--- src/hw/fpm_map.svh ---
`ifndef FPM_MAP_SVH
`define FPM_MAP_SVH

// ----------------------------------------
// Timing
// ----------------------------------------
`define FPM_CLK_KHZ        200000
`define FPM_IDLE_MS        12000
`define FPM_SHOW_MS        1000

// ----------------------------------------
// Menu indices, zero is the save prompt
// ----------------------------------------
`define FPM_M_SAVE         4'h0
`define FPM_M_UP_FREQ      4'h1
`define FPM_M_UP_LEVEL     4'h2
`define FPM_M_UP_GAIN      4'h3
`define FPM_M_DN_FREQ      4'h4
`define FPM_M_DN_GAIN      4'h5
`define FPM_M_MUTE         4'h6
`define FPM_M_REMOTE       4'h7
`define FPM_M_SPEC         4'h8
`define FPM_M_EXT_REF      4'h9
`define FPM_M_MODE         4'hA
`define FPM_M_ADDR         4'hB
`define FPM_M_TEMP         4'hC
`define FPM_M_CURR         4'hD
`define FPM_M_LAST         4'hD

// ----------------------------------------
// Setting ranges
// ----------------------------------------
`define FPM_FREQ_LO        18'sh0099C
`define FPM_FREQ_HI        18'sh009EC
`define FPM_LEVEL_LO       -18'sh00028
`define FPM_LEVEL_HI       -18'sh0000A
`define FPM_UPG_LO         -18'sh0000A
`define FPM_UPG_HI         18'sh0001E
`define FPM_DNG_LO         18'sh00000
`define FPM_DNG_HI         18'sh00032
`define FPM_ADDR_LO        18'sh00000
`define FPM_ADDR_HI        18'sh0001F

// ----------------------------------------
// Register offsets and option bits
// ----------------------------------------
`define FPM_REG_STATUS     8'h00
`define FPM_REG_OPTIONS    8'h04
`define FPM_REG_FREQ       8'h08
`define FPM_REG_LEVELS     8'h0C
`define FPM_REG_FLAGS      8'h10
`define FPM_OPT_E          0
`define FPM_OPT_Q          1
`define FPM_OPT_T          2
`define FPM_OPT_L          3
`define FPM_OPT_V          4
`define FPM_OPT_RESET      5'h00
`define FPM_SW_VERSION     8'h10

`endif

--- src/hw/fpm_pkg.sv ---
package fpm_pkg;

  // ----------------------------------------
  // Controller states
  // ----------------------------------------
  typedef enum logic [2:0] {
    FPM_ST_LOAD   = 3'b000,
    FPM_ST_SEGS   = 3'b001,
    FPM_ST_VER    = 3'b010,
    FPM_ST_NORMAL = 3'b011,
    FPM_ST_EDIT   = 3'b100,
    FPM_ST_SAVE   = 3'b101,
    FPM_ST_DONE   = 3'b110
  } fpm_state_e;

  // ----------------------------------------
  // One full set of operator settings
  // ----------------------------------------
  typedef struct packed {
    logic [15:0]        up_freq;
    logic [15:0]        dn_freq;
    logic signed [7:0]  up_input_level_field;
    logic signed [7:0]  up_gain;
    logic [7:0]         down_gain_field;
    logic               mute;
    logic               remote;
    logic               spec_inv;
    logic               ext_ref;
    logic               multidrop;
    logic [4:0]         bus_addr;
  } fpm_set_s;

endpackage

--- src/hw/fpm_ctrl.sv ---
// The implementer's own choices: the Wishbone slave port and the register offsets.
`timescale 1ns/1ps
`include "fpm_map.svh"


module fpm_ctrl
  import fpm_pkg::*;
#(
  parameter logic [31:0] IDLE_CYC = 32'(64'(`FPM_IDLE_MS) * 64'(`FPM_CLK_KHZ)),
  parameter logic [31:0] SHOW_CYC = 32'(64'(`FPM_SHOW_MS) * 64'(`FPM_CLK_KHZ))
) (
  input  wire logic        clk_i,
  input  wire logic        rst_i,
  input  wire logic        wb_cyc_i,
  input  wire logic        wb_stb_i,
  input  wire logic        wb_we_i,
  input  wire logic [7:0]  wb_adr_i,
  input  wire logic [3:0]  wb_sel_i,
  input  wire logic [31:0] wb_dat_i,
  output logic      [31:0] wb_dat_o,
  output logic             wb_ack_o,
  input  wire logic        key_exec_i,
  input  wire logic        rock_left_i,
  input  wire logic        rock_right_i,
  input  wire logic        rock_up_i,
  input  wire logic        rock_down_i,
  input  wire logic        up_pll_lock_i,
  input  wire logic        dn_pll_lock_i,
  input  wire fpm_set_s    nv_image_i,
  output fpm_set_s         nv_image_o,
  output logic             nv_save_o,
  output fpm_set_s         hw_set_o,
  output fpm_state_e       disp_mode_o,
  output logic      [3:0]  disp_menu_o,
  output logic      [2:0]  disp_cursor_o,
  output logic             disp_yes_o,
  output logic      [7:0]  disp_version_o,
  output logic             alarm_o
);

  // ----------------------------------------
  // State
  // ----------------------------------------
  typedef struct packed {
    logic [6:0]  sync1;
    logic [6:0]  sync2;
    logic [6:0]  prev;
    fpm_state_e  state;
    logic [3:0]  menu;
    logic [2:0]  cursor;
    logic        yes;
    logic [31:0] cnt;
    logic [31:0] idle;
    fpm_set_s    committed;
    fpm_set_s    working;
    logic        nv_save;
    logic        alarm;
    logic [4:0]  options;
    logic        ack;
    logic [31:0] rdata;
    logic [7:0]  version;
  } fpm_reg_s;

  fpm_reg_s r;
  fpm_reg_s next_r;

  // ----------------------------------------
  // Menu decoding
  // ----------------------------------------

  // Number of digit positions a menu edits; zero for on/off and view menus.
  function automatic logic [2:0] fpm_digits(input logic [3:0] m);
    case (m)
      `FPM_M_UP_FREQ, `FPM_M_DN_FREQ: fpm_digits = 3'd4;
      `FPM_M_UP_LEVEL:                fpm_digits = 3'd1;
      `FPM_M_UP_GAIN, `FPM_M_DN_GAIN: fpm_digits = 3'd2;
      `FPM_M_ADDR:                    fpm_digits = 3'd2;
      default:                        fpm_digits = 3'd0;
    endcase
  endfunction

  // True for the on/off menus that the vertical rocker toggles.
  function automatic logic fpm_is_toggle(input logic [3:0] m);
    fpm_is_toggle = (m >= `FPM_M_MUTE) && (m <= `FPM_M_MODE);
  endfunction

  // True when the menu exists on this unit's option set.
  function automatic logic fpm_fitted(input logic [3:0] m, input logic [4:0] o);
    case (m)
      `FPM_M_EXT_REF: fpm_fitted = o[`FPM_OPT_E];
      `FPM_M_MODE,
      `FPM_M_ADDR:    fpm_fitted = o[`FPM_OPT_Q];
      `FPM_M_TEMP:    fpm_fitted = o[`FPM_OPT_T];
      `FPM_M_CURR:    fpm_fitted = o[`FPM_OPT_L] | o[`FPM_OPT_V];
      default:        fpm_fitted = 1'b1;
    endcase
  endfunction

  // Next fitted menu after m, or the save prompt after the last one.
  function automatic logic [3:0] fpm_next(input logic [3:0] m, input logic [4:0] o);
    logic [3:0] res;
    res = `FPM_M_SAVE;
    for (int i = `FPM_M_LAST; i >= 1; i--) begin
      if ((4'(i) > m) && fpm_fitted(4'(i), o)) begin
        res = 4'(i);
      end
    end
    fpm_next = res;
  endfunction

  // Weight of the digit under the cursor; position 0 is the return marker.
  function automatic logic signed [17:0] fpm_weight(input logic [2:0] c);
    case (c)
      3'd2:    fpm_weight = 18'sh0000A;
      3'd3:    fpm_weight = 18'sh00064;
      3'd4:    fpm_weight = 18'sh003E8;
      default: fpm_weight = 18'sh00001;
    endcase
  endfunction

  // Lower and upper limit of a numeric menu.
  function automatic logic signed [35:0] fpm_limits(input logic [3:0] m);
    case (m)
      `FPM_M_UP_FREQ, `FPM_M_DN_FREQ: fpm_limits = {`FPM_FREQ_LO, `FPM_FREQ_HI};
      `FPM_M_UP_LEVEL: fpm_limits = {`FPM_LEVEL_LO, `FPM_LEVEL_HI};
      `FPM_M_UP_GAIN:  fpm_limits = {`FPM_UPG_LO, `FPM_UPG_HI};
      `FPM_M_DN_GAIN:  fpm_limits = {`FPM_DNG_LO, `FPM_DNG_HI};
      default:         fpm_limits = {`FPM_ADDR_LO, `FPM_ADDR_HI};
    endcase
  endfunction

  // ----------------------------------------
  // Next-state logic
  // ----------------------------------------
  logic [4:0]         ev;
  logic               any_ev;
  logic [2:0]         npos;
  logic [3:0]         nxt;
  logic signed [17:0] val;
  logic signed [17:0] lo;
  logic signed [17:0] hi;
  logic               wb_req;

  // Switch edges, menu walk, editing, save prompt, idle timeout and bus.
  always_comb begin
    next_r       = r;
    next_r.sync1 = {dn_pll_lock_i, up_pll_lock_i, rock_down_i, rock_up_i,
                    rock_right_i, rock_left_i, key_exec_i};
    next_r.sync2 = r.sync1;
    next_r.prev  = r.sync2;

    // Rising edges compare the second stage with its value one cycle older.
    ev           = r.sync2[4:0] & ~r.prev[4:0];
    any_ev       = |ev;
    npos         = (fpm_digits(r.menu) == 3'd0) ? 3'd1 : fpm_digits(r.menu);
    nxt          = fpm_next(r.menu, r.options);
    {lo, hi}     = fpm_limits(r.menu);
    val          = 18'sh00000;

    // One-cycle store pulse, synced alarm and version.
    next_r.nv_save = 1'b0;
    next_r.alarm   = ~(r.sync2[5] & r.sync2[6]);
    next_r.version = `FPM_SW_VERSION;
    // Idle time counts in every state except normal display, and restarts on any rising switch edge.
    next_r.idle = (any_ev || r.state == FPM_ST_NORMAL) ? 32'h0 : r.idle + 32'h1;

    // Value of the field under edit.
    case (r.menu)
      `FPM_M_UP_FREQ:  val = 18'(r.working.up_freq);
      `FPM_M_DN_FREQ:  val = 18'(r.working.dn_freq);
      `FPM_M_UP_LEVEL: val = 18'(r.working.up_input_level_field);
      `FPM_M_UP_GAIN:  val = 18'(r.working.up_gain);
      `FPM_M_DN_GAIN:  val = 18'(r.working.down_gain_field);
      default:         val = 18'(r.working.bus_addr);
    endcase

    if (ev[3]) begin
      val = val + fpm_weight(r.cursor);
    end else begin
      val = val - fpm_weight(r.cursor);
    end
    if (val < lo) begin
      val = lo;
    end else if (val > hi) begin
      val = hi;
    end

    // Power-up, menu walk, edits and save prompt.
    case (r.state)
      FPM_ST_LOAD: begin
        // Image is read once after reset.
        next_r.committed = nv_image_i;
        next_r.working   = nv_image_i;
        next_r.cnt       = 32'h0;
        next_r.state     = FPM_ST_SEGS;
      end
      FPM_ST_SEGS, FPM_ST_VER: begin
        next_r.cnt = r.cnt + 32'h1;
        if (r.cnt >= SHOW_CYC - 32'h1) begin
          next_r.cnt   = 32'h0;
          next_r.state = (r.state == FPM_ST_SEGS) ? FPM_ST_VER : FPM_ST_NORMAL;
        end
      end
      FPM_ST_NORMAL: begin
        if (ev[0]) begin
          next_r.menu   = fpm_next(4'h0, r.options);
          next_r.cursor = 3'd1;
          next_r.state  = FPM_ST_EDIT;
        end
      end
      FPM_ST_EDIT: begin
        if (ev[0]) begin
          if (r.cursor == 3'd0 || nxt == `FPM_M_SAVE) begin
            next_r.state = FPM_ST_SAVE;
            next_r.yes   = 1'b1;
          end else begin
            next_r.menu   = nxt;
            next_r.cursor = 3'd1;
          end
        end else if (ev[1] && r.cursor < npos) begin
          next_r.cursor = r.cursor + 3'd1;
        end else if (ev[2] && r.cursor != 3'd0) begin
          next_r.cursor = r.cursor - 3'd1;
        end else if ((ev[3] || ev[4]) && r.cursor != 3'd0) begin
          if (fpm_is_toggle(r.menu)) begin
            case (r.menu)
              `FPM_M_MUTE:    next_r.working.mute      = ~r.working.mute;
              `FPM_M_REMOTE:  next_r.working.remote    = ~r.working.remote;
              `FPM_M_SPEC:    next_r.working.spec_inv  = ~r.working.spec_inv;
              `FPM_M_EXT_REF: next_r.working.ext_ref   = ~r.working.ext_ref;
              default:        next_r.working.multidrop = ~r.working.multidrop;
            endcase
          end else begin
            // View menus have no digits and ignore the vertical rocker.
            case (r.menu)
              `FPM_M_UP_FREQ:  next_r.working.up_freq = val[15:0];
              `FPM_M_DN_FREQ:  next_r.working.dn_freq = val[15:0];
              `FPM_M_UP_LEVEL: next_r.working.up_input_level_field = val[7:0];
              `FPM_M_UP_GAIN:  next_r.working.up_gain = val[7:0];
              `FPM_M_DN_GAIN:  next_r.working.down_gain_field = val[7:0];
              `FPM_M_ADDR:     next_r.working.bus_addr = val[4:0];
              default:         next_r.working = r.working;
            endcase
          end
        end
      end
      FPM_ST_SAVE: begin
        // Either direction flips the choice.
        if (ev[3] || ev[4]) begin
          next_r.yes = ~r.yes;
        end else if (ev[0]) begin
          if (r.yes) begin
            next_r.committed = r.working;
            next_r.nv_save   = 1'b1;
          end else begin
            next_r.working = r.committed;
          end
          next_r.state = FPM_ST_DONE;
        end
      end
      FPM_ST_DONE: begin
        // No idle timeout once settled.
        if (ev[0]) begin
          next_r.state = FPM_ST_NORMAL;
        end
      end
      default: begin
        next_r.state = FPM_ST_LOAD;
      end
    endcase

    // Idle expiry before the confirming press drops every pending edit.
    if ((r.state == FPM_ST_EDIT || r.state == FPM_ST_SAVE) && !any_ev &&
        r.idle >= IDLE_CYC - 32'h1) begin
      next_r.working = r.committed;
      next_r.state   = FPM_ST_NORMAL;
    end

    // Classic Wishbone slave: one wait state, ack for one cycle.
    wb_req       = wb_cyc_i & wb_stb_i & ~r.ack;
    next_r.ack   = wb_req;
    next_r.rdata = 32'h0;
    if (wb_req && !wb_we_i) begin
      case (wb_adr_i)
        `FPM_REG_STATUS:  next_r.rdata = {16'h0, r.alarm, r.yes, r.cursor, r.menu,
                                          2'b00, r.sync2[6:5], r.state};
        `FPM_REG_OPTIONS: next_r.rdata = {27'h0, r.options};
        `FPM_REG_FREQ:    next_r.rdata = {r.committed.dn_freq, r.committed.up_freq};
        `FPM_REG_LEVELS:  next_r.rdata = {8'h0, r.committed.down_gain_field,
                                          r.committed.up_gain, r.committed.up_input_level_field};
        `FPM_REG_FLAGS:   next_r.rdata = {22'h0, r.committed.bus_addr, r.committed.multidrop,
                                          r.committed.ext_ref, r.committed.spec_inv,
                                          r.committed.remote, r.committed.mute};
        default:          next_r.rdata = 32'h0;
      endcase
    end
    if (wb_req && wb_we_i && wb_sel_i[0] && wb_adr_i == `FPM_REG_OPTIONS) begin
      next_r.options = wb_dat_i[4:0];
    end
  end

  // ----------------------------------------
  // State register
  // ----------------------------------------

  // Synchronous reset to power-up load; storage image is caught after release.
  always_ff @(posedge clk_i) begin
    if (rst_i) begin
      next_r_reset: begin
        // Alarm stays up until locks are synced.
        r         <= '0;
        r.state   <= FPM_ST_LOAD;
        r.options <= `FPM_OPT_RESET;
        r.alarm   <= 1'b1;
      end
    end else begin
      r <= next_r;
    end
  end

  // ----------------------------------------
  // Outputs
  // ----------------------------------------

  // Frequencies and on/off flags follow committed values, level and gains the edits.
  assign hw_set_o = '{up_freq:              r.committed.up_freq,
                      dn_freq:              r.committed.dn_freq,
                      up_input_level_field: r.working.up_input_level_field,
                      up_gain:              r.working.up_gain,
                      down_gain_field:      r.working.down_gain_field,
                      mute:                 r.committed.mute,
                      remote:               r.committed.remote,
                      spec_inv:             r.committed.spec_inv,
                      ext_ref:              r.committed.ext_ref,
                      multidrop:            r.committed.multidrop,
                      bus_addr:             r.committed.bus_addr};

  // Remaining outputs are plain register fields.
  assign nv_image_o     = r.committed;
  assign nv_save_o      = r.nv_save;
  assign disp_mode_o    = r.state;
  assign disp_menu_o    = r.menu;
  assign disp_cursor_o  = r.cursor;
  assign disp_yes_o     = r.yes;
  assign disp_version_o = r.version;
  assign alarm_o        = r.alarm;

  // Bus answer is registered as well.
  assign wb_dat_o       = r.rdata;
  assign wb_ack_o       = r.ack;

endmodule // fpm_ctrl

--- config.mk ---
export PLATFORM = sky130hd
export DESIGN_NAME = fpm_ctrl
export DESIGN_NICKNAME = d
export VERILOG_FILES = /design/src/hw/fpm_pkg.sv /design/src/hw/fpm_ctrl.sv
export VERILOG_INCLUDE_DIRS = /design/src /design/src/hw
export SDC_FILE = /design/constraint.sdc
export NUM_CORES = 1
export LEC_CHECK = 0
export BUFFER_PORTS_ARGS = -buffer_cell sky130_fd_sc_hd__clkbuf_2
export CELL_PAD_IN_SITES_DETAIL_PLACEMENT = 1
export CELL_PAD_IN_SITES_GLOBAL_PLACEMENT = 1
export CORE_UTILIZATION = 38
export CTS_CLUSTER_DIAMETER = 50
export CTS_CLUSTER_SIZE = 12
export DETAILED_ROUTE_END_ITERATION = 7
export HOLD_SLACK_MARGIN = 0.15
export PLACE_DENSITY = 0.8
export SYNTH_ARGS = -nofsm -noshare
export SYNTH_HDL_FRONTEND = slang
export SYNTH_SLANG_ARGS = --single-unit
--- constraint.sdc ---
create_clock -name clk_i -period 6.8 [get_ports clk_i]
set_input_delay 0.34 -clock clk_i [delete_from_list [all_inputs] [get_ports clk_i]]
set_output_delay 0.34 -clock clk_i [all_outputs]
set_load 0.1 [all_outputs]
Yosys cells after proc, flatten, opt, wreduce, memory -nomap -nowiden

Index checks and enable logic that the tools add are counted.

Add/subtract/negate cells: 6
Magnitude comparators: 20
Equality and inequality tests: 58
Multiplexer cells: 86
Bitwise operators: 17
Reductions and logical operators: 58

Operator list:

| cell                                                                    | count |
|---|---|
| 66-bit 2-to-1 mux                                                       | 6 |
| 133-bit 2-to-1 mux                                                      | 2 |
| 66-bit case mux with 3 select lines                                     | 1 |
| 32-bit case mux with 5 select lines                                     | 1 |
| 36-bit case mux with 4 select lines                                     | 1 |
| 66-bit case mux with 2 select lines                                     | 1 |
| 9-bit AND reduction                                                     | 11 |
| 18-bit case mux with 5 select lines                                     | 1 |
| 4-bit 2-to-1 mux                                                        | 18 |
| 32-bit by 1-bit adder with 32-bit output, second input constant         | 2 |
| 16-bit 2-to-1 mux                                                       | 4 |
| 32-bit case mux with 2 select lines                                     | 1 |
| 56-bit 2-to-1 mux                                                       | 1 |
| 18-bit 2-to-1 mux                                                       | 3 |
| 3-bit by 2-bit != test with 1-bit output, second input constant         | 12 |
| 32-bit by 28-bit >= comparator with 1-bit output, second input constant | 1 |
| 32-bit >= comparator, second input constant                             | 1 |
| 32-bit 2-to-1 mux                                                       | 1 |
| 3-bit by 1-bit != test with 1-bit output, second input constant         | 10 |
| 10-bit case mux with 3 select lines                                     | 1 |
| 3-bit 2-to-1 mux                                                        | 9 |
| 4-bit > comparator, first input constant                                | 6 |
| 8-bit 2-to-1 mux                                                        | 3 |
| 1-bit 2-to-1 mux                                                        | 20 |
| 54 further kinds                                                        | 128 |

Register bits: 274
Input bits: 122

Longest topological paths before layout

Gate-level depths: netlist of run 1.

Depth in word-level cells: 21
Mapped depth: 33
Gate-level depth less buffers: 29

Least setup slack after synthesis of run 1

OpenSTA, ideal clock, no wires.

Path kind: flip-flop to flip-flop
From: register r, in the netlist disp_menu_o[3]
To: register r, in the netlist hw_set_o[12]
Library setup time: 141 ps
Data arrival time: 6286 ps
Data required time: 6659 ps
Path slack: 373 ps
Cell stages (with the launch flop): 34
Buffers on the path: 4
Cells stage by stage: dfxtp_1 -> buf_2 -> inv_1 -> buf_2 -> nand2_1 -> nor3_1 -> clkbuf_1 -> a222oi_1 -> nand2_1 -> ha_1 -> inv_1 -> fa_1 -> nor2b_1 -> o21ai_0 -> a21oi_1 -> o31ai_1 -> a311oi_1 -> o21a_1 -> o21a_1 -> o21a_1 -> nor2_1 -> xnor2_1 -> ha_1 -> and3_1 -> a221o_1 -> a21oi_1 -> o21ai_0 -> a21o_1 -> or3_1 -> buf_4 -> and3_1 -> o31ai_1 -> o21a_1 -> a221oi_1

Longest elaborated chain between the ends: 15

RTL lines:

| element                                                                | RTL line                         | text |
|---|---|---|
| from (decl)                                                            | fpm_ctrl.sv:64                   | `fpm_reg_s r;` |
| from (signal assigned)                                                 | fpm_ctrl.sv:317                  | `r <= next_r;` |
| 4-bit by 3-bit == test with 1-bit output, or another cell as far along | --                               |  |
| 18-bit case mux with 5 select lines                                    | fpm_ctrl.sv:168                  | `case (r.menu)` |
| 18-bit subtractor / 18-bit adder (equally long branches)               | fpm_ctrl.sv:180, fpm_ctrl.sv:178 |  |
| 18-bit 2-to-1 mux                                                      | fpm_ctrl.sv:177                  | `if (ev[3]) begin` |
| 18-bit > comparator                                                    | fpm_ctrl.sv:184                  | `end else if (val > hi) begin` |
| 16-bit 2-to-1 mux                                                      | fpm_ctrl.sv:184                  |  |
| 16-bit 2-to-1 mux                                                      | fpm_ctrl.sv:182                  | `if (val < lo) begin` |
| 8-bit 2-to-1 mux                                                       | fpm_ctrl.sv:235                  | `case (r.menu)` |
| 56-bit 2-to-1 mux                                                      | fpm_ctrl.sv:225                  | `if (fpm_is_toggle(r.menu)) begin` |
| 66-bit 2-to-1 mux                                                      | fpm_ctrl.sv:224                  | `end else if ((ev[3] \|\| ev[4]) && r.cursor != 3'd0) begin` |
| 66-bit 2-to-1 mux                                                      | fpm_ctrl.sv:222                  | `end else if (ev[2] && r.cursor != 3'd0) begin` |
| 66-bit 2-to-1 mux                                                      | fpm_ctrl.sv:220                  | `end else if (ev[1] && r.cursor < npos) begin` |
| 66-bit 2-to-1 mux                                                      | fpm_ctrl.sv:212                  | `if (ev[0]) begin` |
| 66-bit case mux with 3 select lines                                    | fpm_ctrl.sv:189                  | `case (r.state)` |
| 66-bit 2-to-1 mux                                                      | fpm_ctrl.sv:273                  | `if ((r.state == FPM_ST_EDIT \|\| r.state == FPM_ST_SAVE) && !any_ev &&` |

Several ways; a longest one is shown, not always the timed one. The select of a mux whose other input is x is not followed.
A chain may end at the register's enable or synchronous reset.

Worst setup path after layout of run 1

From: register r, in the netlist disp_menu_o[1]
To: register r[83] in the netlist's numbering

Longest elaborated chain between the ends: 15

RTL lines:

| element                                                                | RTL line |
|---|---|
| 4-bit by 3-bit == test with 1-bit output, or another cell as far along | fpm_ctrl.sv:73, fpm_ctrl.sv:123, fpm_ctrl.sv:168 |
| 18-bit case mux with 5 select lines                                    | fpm_ctrl.sv:168 |
| 18-bit subtractor / 18-bit adder (equally long branches)               | fpm_ctrl.sv:180, fpm_ctrl.sv:178 |
| 18-bit 2-to-1 mux                                                      | fpm_ctrl.sv:177 |
| 18-bit > comparator                                                    | fpm_ctrl.sv:184 |
| 16-bit 2-to-1 mux                                                      | fpm_ctrl.sv:184 |
| 16-bit 2-to-1 mux                                                      | fpm_ctrl.sv:182 |
| 16-bit 2-to-1 mux                                                      | fpm_ctrl.sv:235 |
| 56-bit 2-to-1 mux                                                      | fpm_ctrl.sv:225 |
| 66-bit 2-to-1 mux                                                      | fpm_ctrl.sv:224 |
| 66-bit 2-to-1 mux                                                      | fpm_ctrl.sv:222 |
| 66-bit 2-to-1 mux                                                      | fpm_ctrl.sv:220 |
| 66-bit 2-to-1 mux                                                      | fpm_ctrl.sv:212 |
| 66-bit case mux with 3 select lines                                    | fpm_ctrl.sv:189 |
| 66-bit 2-to-1 mux                                                      | fpm_ctrl.sv:273 |

Several ways; a longest one is shown, not always the timed one. The select of a mux whose other input is x is not followed.

==> reports/qor.yml, run 1 <==
root_buffer: "clkbuf_16"
grt_usage: 0.299
core_area_sq_um: 42300
areaGrowthSynthToFinish_pct: 17.1
finalMaxSlewViolations: 0
clock_sinks: 267
critical-path-max-stage-delay_ns: 0.47
ys.warnings.count: 0
powerDensity_nw_per_um2: 489
grt_max_degree: 103
post_dp_cell_area_sq_um: 17300
synth.top_cell.area_share: 0.324
first_pass_iters: 8
cp_data_required_time_ns: 7.24
rsz0062_at_grt: "true"
syn-cell-area_sq_um: 16500
dieArea_sq_um: 44200
setup_viol: 0
synth_edf_count: 0
ys_seq_area_frac: 0.324
leakage_uw: 0.00768
max_cap_viol_count: 0
cp_top_family: "compound AO/OA/AOI/OAI gates"
layout-drive-gt1-share: 0.209
layout_commonest_cell: "nor2_1"
ys.flop_type: "dfxtp_1"
numCtsBuffers: 37
min_period_ns: 6.64
hpwl_um: 47500
clock.fmax_mhz: 151
syn_inst: 2036
worst_skew_pair.late_latency_ns: 0.57
path_max_fanout: 13
htreeDepth: 2
timing.hold.ws_ns: 0.161
path_class: "register to register"
antenna_found_initial: 1
grt_pass1_vias: 17300
dieHeight_um: 210
drt_wl_total_um: 68000
cp_num_buf_inv: 6
cts_tree: "done"
cts_buffer_depth: 3
tightest_slew_ns: 1.24
maxSlewHeadroom: 0.173
path_clk_slew_ns: 0.06
synth.distinct_cells: 79
row_count: 75
ioPinCount: 308
ys_ff_latch: 267
final-hold-violation-count: 0
post_drt_wl_per_cell_um: 24.4
crit_slowest_cell: "ha_1"
syn_area_per_cell_sq_um: 8.09
num_vias: 17100
endpoint_kind: "register"
timing.final.crit_share: 0.976
nets: 2355
grt_pass1_wl_um: 103000
start_util: 0.389
cp.arrival_ns: 7.07
synth_top_area_cell: "dfxtp_1"
ant_nets: 0
portBuffers: 270
worstHoldPathType: "input port to register"
grt_overflow_total: 0
final_cell_mix: "298 x nor2_1, 269 x clkbuf_2, 263 x dfxtp_1"
place_congestion: 0.915
finClkSkew_ns: 0.0243
synth_area_leaders: "dfxtp_1 32%, buf_4 8.3%, nor2_1 6.9%, a21oi_1 4.9%, mux2i_1 4.7%"
crit_top_cell: "buf_4"
fp.dieW_um: 210
start_kind: "register"
final_area_sq_um: 19300
vdd_ir_drop_max_mv: 0.357
viasPerCell: 6.16
async_reset_ff_frac: 0
status: "complete, no violations"
first_iter_violations: 1443
drc: 0
final_util: 0.456
through the flow:
| stage | worst slack, ns | instances | TNS (ns) | total power [uW] |
|---|---|---|---|---|
| finish | 0.164 | 2784 | 0 | 9440 |
| global route | -0.0733 | 2782 | -0.343 | 9760 |
| CTS | 0.0269 | 2781 | 0 | 9350 |
| detailed placement | 0.0547 | 2652 | 0 | 7210 |
| global placement | 0.376 | 2652 | 0 | 7090 |
| floorplan | 0.373 | 2042 | 0 | 6410 |
cell families (layout without fill, tap and decap cells):
family / Yosys count / in the layout / share of synthesized area
AO/OA/AOI/OAI: 615 / 615 / 0.255
AND/OR/NAND/NOR: 609 / 609 / 0.172
buffers and inverters: 345 / 508 / 0.121
flip-flops: 267 / 267 / 0.324
multiplexers: 90 / 90 / 0.0557
adder cells (fa/ha/maj): 55 / 55 / 0.0427
XOR/XNOR: 54 / 54 / 0.0287
other: 1 / 9 / 0.000228
final timing paths:
kind / depth (start not counted) / startpoint / slack [ns] / to
setup / recovery: 31 / disp_menu_o[1] / 0.16 / r[83]
hold / removal: 3 / nv_image_i[6] / 0.16 / hw_set_o[6]
setup reg to reg: 31 / disp_menu_o[1] / 0.16 / r[83]
hold reg to reg: 1 / next_r[261] / 0.43 / alarm_o
area by class of cell:
type / count / area (sq um)
clock inverter: 23 / 330
multi-input combinational: 1430 / 9240
antenna: 2 / 5.00
fill: 5078 / 23000
tap: 577 / 722
inverter: 36 / 135
timing repair buffer: 406 / 2560
sequential: 267 / 5350
clock buffer: 43 / 958
sequential cells by signal, summed over array words and instances, names as in the netlist:
name,flops
disp_yes_o,1
nv_image_o,24
disp_menu_o,4
r,116
disp_version_o,1
alarm_o,1
disp_mode_o,3
wb_ack_o,1
wb_dat_o,32
nv_save_o,1
hw_set_o,66
disp_cursor_o,3
next_r,14
report_power, final:
group          internal [uW]  total [uW]  switching, uW
Clock                   1270        2100            830
Sequential              1890        2490            601
Combinational           1030        4850           3820
tightest hold or removal path, cell delays in order:
cell	delay, ns
clkbuf_2	0.11
a21oi_1	0.14
a211oi_1	0.08
cells in the mapped netlist, types with 21 or more instances:
cell	number
a22oi_1	30
nor3_1	48
a211oi_1	87
nand2_1	81
buf_4	183
a31oi_1	41
a221oi_1	25
xor2_1	33
xnor2_1	21
and3_1	31
nor2b_1	30
inv_1	36
nor2_1	301
a222oi_1	24
nand3_1	36
clkbuf_1	100
a21oi_1	160
ha_1	53
mux2i_1	77
a21o_1	24
o21ai_0	77
dfxtp_1	267
routing by layer:
| metal | up-vias | share of wire | track usage |
|---|---|---|---|
| li1 | 7573 | - | - |
| met5 | - | 0.00022 | 0 |
| met4 | 2 | 0.048 | 0.153 |
| met2 | 889 | 0.46 | 0.486 |
| met1 | 8489 | 0.40 | 0.372 |
| met3 | 190 | 0.086 | 0.0659 |
repair_timing:
item | CTS | global route
hold endpoints to repair | 81 | 0
endpoints found under the setup margin | 0 | 59
hold buffers | 63 | 0
resized for setup | 0 | 10
buffers inserted | 0 | 1
(Power assumes the default switching activity.)
==> inputs of run 2 (changes only) <==
--- a/config.mk
+++ b/config.mk
@@ -7,14 +7,11 @@
 export NUM_CORES = 1
 export LEC_CHECK = 0
 export BUFFER_PORTS_ARGS = -buffer_cell sky130_fd_sc_hd__clkbuf_2
-export CELL_PAD_IN_SITES_DETAIL_PLACEMENT = 1
-export CELL_PAD_IN_SITES_GLOBAL_PLACEMENT = 1
-export CORE_UTILIZATION = 38
-export CTS_CLUSTER_DIAMETER = 50
+export CORE_UTILIZATION = 40
 export CTS_CLUSTER_SIZE = 12
 export DETAILED_ROUTE_END_ITERATION = 7
 export HOLD_SLACK_MARGIN = 0.15
-export PLACE_DENSITY = 0.8
+export PLACE_DENSITY = 0.65
 export SYNTH_ARGS = -nofsm -noshare
 export SYNTH_HDL_FRONTEND = slang
 export SYNTH_SLANG_ARGS = --single-unit
==> run 2 against run 1 <==
Non-clock buffer count is 7 higher; utilization increased by 1.9 points; power shrank 5.4%; critical path depth is 3 lower; final area down 1.0%; clock-buffer cell count grew 4; register-to-register slack better by 0.19 ns; cell count fell by 2.0%; largest cell class unchanged.
==> reports/qor.yml, run 2 (synthesis results as in run 1) <==
post_drt_wl_per_cell_um: 21.6  # -12%
grt_overflow_total: 0  # unchanged
status: "complete, no violations"
start_util: 0.410  # +0.0207
grt_pass1_wl_um: 88900  # -13%
drt_wl_total_um: 58900  # -13%
tightest_slew_ns: 1.23  # -0.0154 ns
grt_max_degree: 65  # -37%
cts_buffer_depth: 3  # unchanged
preCtsSetupSlack_ns: 0.167  # +0.112 ns
root_buffer: "clkbuf_16"
core_area_sq_um: 40200  # -5.0%
dieHeight_um: 205  # -2.5%
setup-tns-final_ns: 0  # unchanged
drc: 0  # unchanged
antenna_found_initial: 2  # +1
nets: 2355  # unchanged
stdcell_count: 2727  # -2.0%
max_cap_viol_count: 0  # unchanged
path_class: "register to register"
setup_viol: 0  # unchanged
layout_commonest_cell: "nor2_1"
timing.final.crit_share: 0.948  # -0.0280
min_period_ns: 6.45  # -0.191 ns
clock.fmax_mhz: 155  # +3.0%
diodes: 0  # -2
portBuffers: 270  # unchanged
path_max_fanout: 9  # -4
crit_start: "disp_menu_o[0]"
clock_power_share: 0.198  # -0.024
start_kind: "register"
worstHoldPathType: "input port to register"
cp_data_required_time_ns: 7.28  # +0.04 ns
r2r_end: "r[51]"
hpwl_um: 42100  # -11%
setup_slack_ns: 0.354  # +0.191 ns
r2r_cells: 28  # -9.7%
regMostFlops: "r"
powerDensity_nw_per_um2: 467  # -4.5%
reg2reg_slack_ns: 0.35  # +0.19 ns
dp.cells: 2596  # -2.1%
rsz0062_at_grt: "false"
areaGrowthSynthToFinish_pct: 15.9
worst_skew_pair.late_latency_ns: 0.59  # +0.02 ns
ioPinCount: 308  # unchanged
grt_pass1_vias: 15100  # -13%
endpoint_kind: "register"
finClkSkew_ns: 0.0259  # +0.00160 ns
combinationalPowerShare: 0.529  # +0.015
crit_slowest_cell: "dfxtp_1"
first_iter_violations: 1853  # +28%
fp.dieW_um: 205  # -2.5%
path_clk_slew_ns: 0.06  # about the same
power_frac_seq: 0.273  # +0.009
numCtsBuffers: 30  # -19%
maxSlewHeadroom: 0.177  # +0.00400
final-hold-violation-count: 0  # unchanged
ant_nets: 0  # unchanged
layout-drive-gt1-share: 0.204  # -0.00471
vdd_ir_drop_max_mv: 0.324  # -9.1%
htreeDepth: 1  # -1
cp-endpoint: "r[51]"
p_int_uw: 3970  # -5.0%
first_pass_iters: 8  # unchanged
grt_usage: 0.271  # -0.0279
p_switching_uw: 4950  # -5.8%
largest_reg_flops: 116  # unchanged
final_cell_mix: "297 x nor2_1, 269 x clkbuf_2, 263 x dfxtp_1"
r2r-start: "disp_menu_o[0]"
leakage_uw: 0.00761  # -1.0%
num_vias: 16300  # -4.8%
critical-path-max-stage-delay_ns: 0.39  # -0.08 ns
viasPerCell: 5.99  # -2.8%
cp.arrival_ns: 6.93  # -0.14 ns
dieArea_sq_um: 42000  # -5.0%
cts_tree: "done"
clock_sinks: 267  # unchanged
row_count: 73  # -2.7%
netSwitchingFraction: 0.555  # -0.00198
finalMaxSlewViolations: 0  # unchanged
place_congestion: 0.972  # +6.3%
-- run 2: cell types whose count changed in the layout (fill, tap and decap cells not counted), sizes merged --
cell         delta
clkinv          -1
clkinvlp        -1
inv            -10
buf             -4
clkbuf          +4
diode           -2
bufinv          -2
dlygate4sd3    +11
-- run 2: worst min path at each step --
stage / start / endpoint / cells past startpoint
2_1_floorplan: next_r[261] / alarm_o / 1
3_3_place_gp: next_r[261] / alarm_o / 1
3_5_place_dp: next_r[261] / alarm_o / 1
4_1_cts: rst_i / next_r[261] / 2
5_1_grt: rst_i / next_r[261] / 2
6_report: rst_i / next_r[261] / 2
-- run 2: what timing repair did --
item / CTS / global route
hold endpoints to repair: 106 / 0
endpoints found under the setup margin: 0 / 61
buffers inserted: 0 / 1
hold buffers: 74 / 0
resized for setup: 0 / 15
-- run 2: final cells by class --
type,count,area [sq um]
Timing Repair Buffer,413,2630
Sequential cell,267,5350
Fill cell,3887,21100
Clock inverter,9,159
Multi-Input combinational cell,1430,9260
Tap cell,525,657
Inverter,36,135
Clock buffer,47,915
-- run 2: power by group through the flow --
stage / Combinational, uW / Clock (uW) / Sequential (uW)
after global routing: 4960 / 1850 / 2470
after floorplan: 4220 / 0 / 2180
final: 4720 / 1770 / 2440
after CTS: 4660 / 1790 / 2410
after global placement: 4570 / 0 / 2430
after detailed placement: 4620 / 0 / 2450
-- run 2: worst max-delay path, delay by kind of cell, from the launching register on --
| kind | cells | cell delay, ns |
|---|---|---|
| AO/OA/AOI/OAI | 15 | 3.10 |
| flip-flops | 1 | 0.39 |
| buffers and inverters | 4 | 0.78 |
| adder cells (fa/ha/maj) | 2 | 0.54 |
| AND/OR/NAND/NOR | 7 | 1.53 |
-- run 2: per-layer routing --
layer	part of all wire	GRT usage	vias to the layer above
li1	-	-	7591
met1	0.42	0.366	7717
met2	0.45	0.434	895
met3	0.099	0.0484	118
met4	0.032	0.0905	2
met5	0.00025	0	-
-- run 2: per-stage QoR --
step	hold slack [ns]	power [uW]	cell area [sq um]	util
finish	0.172	8920	19100	0.475
global route	0.193	9280	19100	0.475
CTS	0.162	8870	19000	0.474
detailed placement	0.407	7070	17200	0.429
global placement	0.395	7000	17200	0.429
floorplan	0.365	6410	16500	-
==> inputs of run 3 (changes only) <==
--- a/config.mk
+++ b/config.mk
@@ -7,11 +7,13 @@
 export NUM_CORES = 1
 export LEC_CHECK = 0
 export BUFFER_PORTS_ARGS = -buffer_cell sky130_fd_sc_hd__clkbuf_2
+export CORE_MARGIN = 2
 export CORE_UTILIZATION = 40
 export CTS_CLUSTER_SIZE = 12
 export DETAILED_ROUTE_END_ITERATION = 7
 export HOLD_SLACK_MARGIN = 0.15
 export PLACE_DENSITY = 0.65
+export RECOVER_POWER = 100
 export SYNTH_ARGS = -nofsm -noshare
 export SYNTH_HDL_FRONTEND = slang
 export SYNTH_SLANG_ARGS = --single-unit
==> run 3 against run 2 <==
The flow now finishes with violations (design-rule violations, max-capacitance violations, max-slew violations); sequential share of layout area grew 0.75 points; worst setup slack got worse by 0.11 ns; via count grew 0.32%; utilization decreased by 1.9 points; power down 3.5%; first-iteration DRC count decreased by 10%; combinational power fell by 2%; clock power down 12%.
==> reports/qor.yml, run 3 (synthesis results as in run 1) <==
cts_buffer_depth: 3  # unchanged
layout-drive-gt1-share: 0.114  # -0.0902
cp_top_family: "compound AO/OA/AOI/OAI gates"
path_max_fanout: 8  # -1
grt_pass1_wl_um: 87700  # -1.3%
hpwl_um: 41900  # -0.38%
tightest_slew_ns: 4.01  # +2.78 ns
post_drt_wl_per_cell_um: 21.8  # +0.84%
finClkSkew_ns: 0.0238  # -0.00215 ns
drt_wl_total_um: 59300  # +0.65%
start_kind: "register"
layout_commonest_cell: "nor2_1"
finalMaxSlewViolations: 254  # +254
power_frac_seq: 0.283  # +0.010
ioPinCount: 308  # unchanged
core_area_sq_um: 40700  # +1.4%
endpoint_kind: "register"
dieArea_sq_um: 42800  # +2.0%
reg2reg_slack_ns: 0.24  # -0.11 ns
r2r_end: "hw_set_o[31]"
final-hold-violation-count: 0  # unchanged
vdd_ir_drop_max_mv: 0.362  # +12%
final_cell_mix: "298 x nor2_1, 264 x dfxtp_1, 197 x clkbuf_1"
p_int_uw: 3690  # -7.0%
ant_nets: 0  # unchanged
critical-path-max-stage-delay_ns: 0.43  # +0.04 ns
grt_usage: 0.263  # -0.00814
clock.fmax_mhz: 153  # -1.7%
leakage_uw: 0.00687  # -9.7%
clock_power_share: 0.181  # -0.017
numCtsBuffers: 30  # unchanged
maxSlewHeadroom: -1.67  # -1.85
cp_data_required_time_ns: 7.20  # -0.08 ns
setup-tns-final_ns: 0  # unchanged
start_util: 0.404  # -0.00554
timing.final.crit_share: 0.964  # +0.0164
row_count: 74  # +1.4%
grt_overflow_total: 0  # unchanged
fp.dieW_um: 207  # +0.98%
grt_max_degree: 72  # +11%
setup_slack_ns: 0.243  # -0.112 ns
setup_viol: 0  # unchanged
rsz0062_at_grt: "false"
portBuffers: 270  # unchanged
areaGrowthSynthToFinish_pct: 12.9
post_dp_cell_area_sq_um: 17200  # -0.21%
path_clk_slew_ns: 0.07  # about the same
place_congestion: 0.942  # -3.2%
r2r-start: "disp_menu_o[1]"
path_class: "register to register"
fillers: 4097  # +5.4%
powerDensity_nw_per_um2: 463  # -0.91%
first_pass_iters: 8  # unchanged
largest_reg_flops: 116  # unchanged
max_cap_viol_count: 6  # +6
status: "complete, but fails checks"
drc: 8  # +8
netSwitchingFraction: 0.571  # +0.0162
cts_tree: "done"
cp.arrival_ns: 6.95  # +0.02 ns
first_iter_violations: 1663  # -10%
grt_pass1_vias: 14900  # -0.82%
regMostFlops: "r"
num_vias: 16400  # +0.32%
nets: 2347  # -0.34%
combinationalPowerShare: 0.536  # +0.007
dp.cells: 2599  # +0.12%
clock_sinks: 267  # unchanged
preCtsSetupSlack_ns: 0.0897  # -0.0774 ns
worstHoldPathType: "input port to register"
crit_start: "disp_menu_o[1]"
crit_cells: 27  # -3.6%
antenna_found_initial: 1  # -1
stdcell_count: 2722  # -0.18%
htreeDepth: 1  # unchanged
root_buffer: "clkbuf_16"
failed_checks: "design-rule violations, max-capacitance violations, max-slew violations"
cp-endpoint: "hw_set_o[31]"
cp_num_buf_inv: 4  # unchanged
worst_skew_pair.late_latency_ns: 0.58  # about the same
p_switching_uw: 4910  # -0.69%
viasPerCell: 6.02  # +0.50%
r2r_cells: 27  # -3.6%
dieHeight_um: 207  # +0.98%
min_period_ns: 6.56  # +0.112 ns
crit_slowest_cell: "or3_1"
final_area_sq_um: 18600  # -2.6%
run 3: cell count changes in the layout (fill, tap and decap cells not counted), sizes merged:
cell / before / now
buf: 70 / 55
bufinv: 4 / 1
clkbuf: 316 / 324
clkinv: 4 / 8
clkinvlp: 1 / 0
diode: 0 / 1
dlygate4sd3: 74 / 69
inv: 36 / 35
run 3: per-layer routing:
layer	routed length [um]	track usage	up-vias
li1	-	-	7540
met1	24800	0.362	7813
met2	26500	0.422	909
met3	6270	0.0468	113
met4	1740	0.0750	0
met5	0	0	-
run 3: worst min-delay path by stage:
stage,startpoint,endpoint,cells after the start
after global placement,next_r[261],alarm_o,1
after floorplan,next_r[261],alarm_o,1
after global routing,nv_image_i[52],hw_set_o[52],3
final,nv_image_i[53],r[101],3
after detailed placement,next_r[261],alarm_o,1
after CTS,nv_image_i[53],r[101],3
run 3: per-stage QoR:
step	power [uW]	util	hold slack, ns
final	8610	0.457	0.182
after global routing	8970	0.457	0.183
after CTS	8620	0.462	0.156
after detailed placement	7040	0.422	0.391
after global placement	6970	0.422	0.392
after floorplan	6410	-	0.365
run 3: power groups by stage:
stage	Sequential [uW]	Combinational [uW]	Clock, uW
after global routing	2470	4870	1630
after CTS	2420	4630	1580
after global placement	2430	4540	0
after floorplan	2180	4220	0
after detailed placement	2450	4580	0
final	2430	4620	1560
run 3: worst min-delay path: cells and delay by family:
| kind | cells | cell delay [ns] |
|---|---|---|
| AOI/OAI and AO/OA | 2 | 0.22 |
| buffers and inverters | 1 | 0.15 |
run 3: timing repair:
action / CTS / global route
endpoints found under the hold margin: 93 / 0
hold buffers: 69 / 0
endpoints found under the setup margin: 0 / 61
buffers inserted: 0 / 2
gates resized for setup: 0 / 22
run 3: cell type report:
type                       instances  area (sq um)  share of cell area
tap                              532           666              0.0358
multi-input combinational       1430          9250               0.497
timing repair buffer             405          2270               0.122
inverter                          36           135             0.00726
clock inverter                     8          83.8             0.00451
antenna                            1          2.50            0.000135
clock buffer                      43           840              0.0451
sequential                       267          5350               0.288
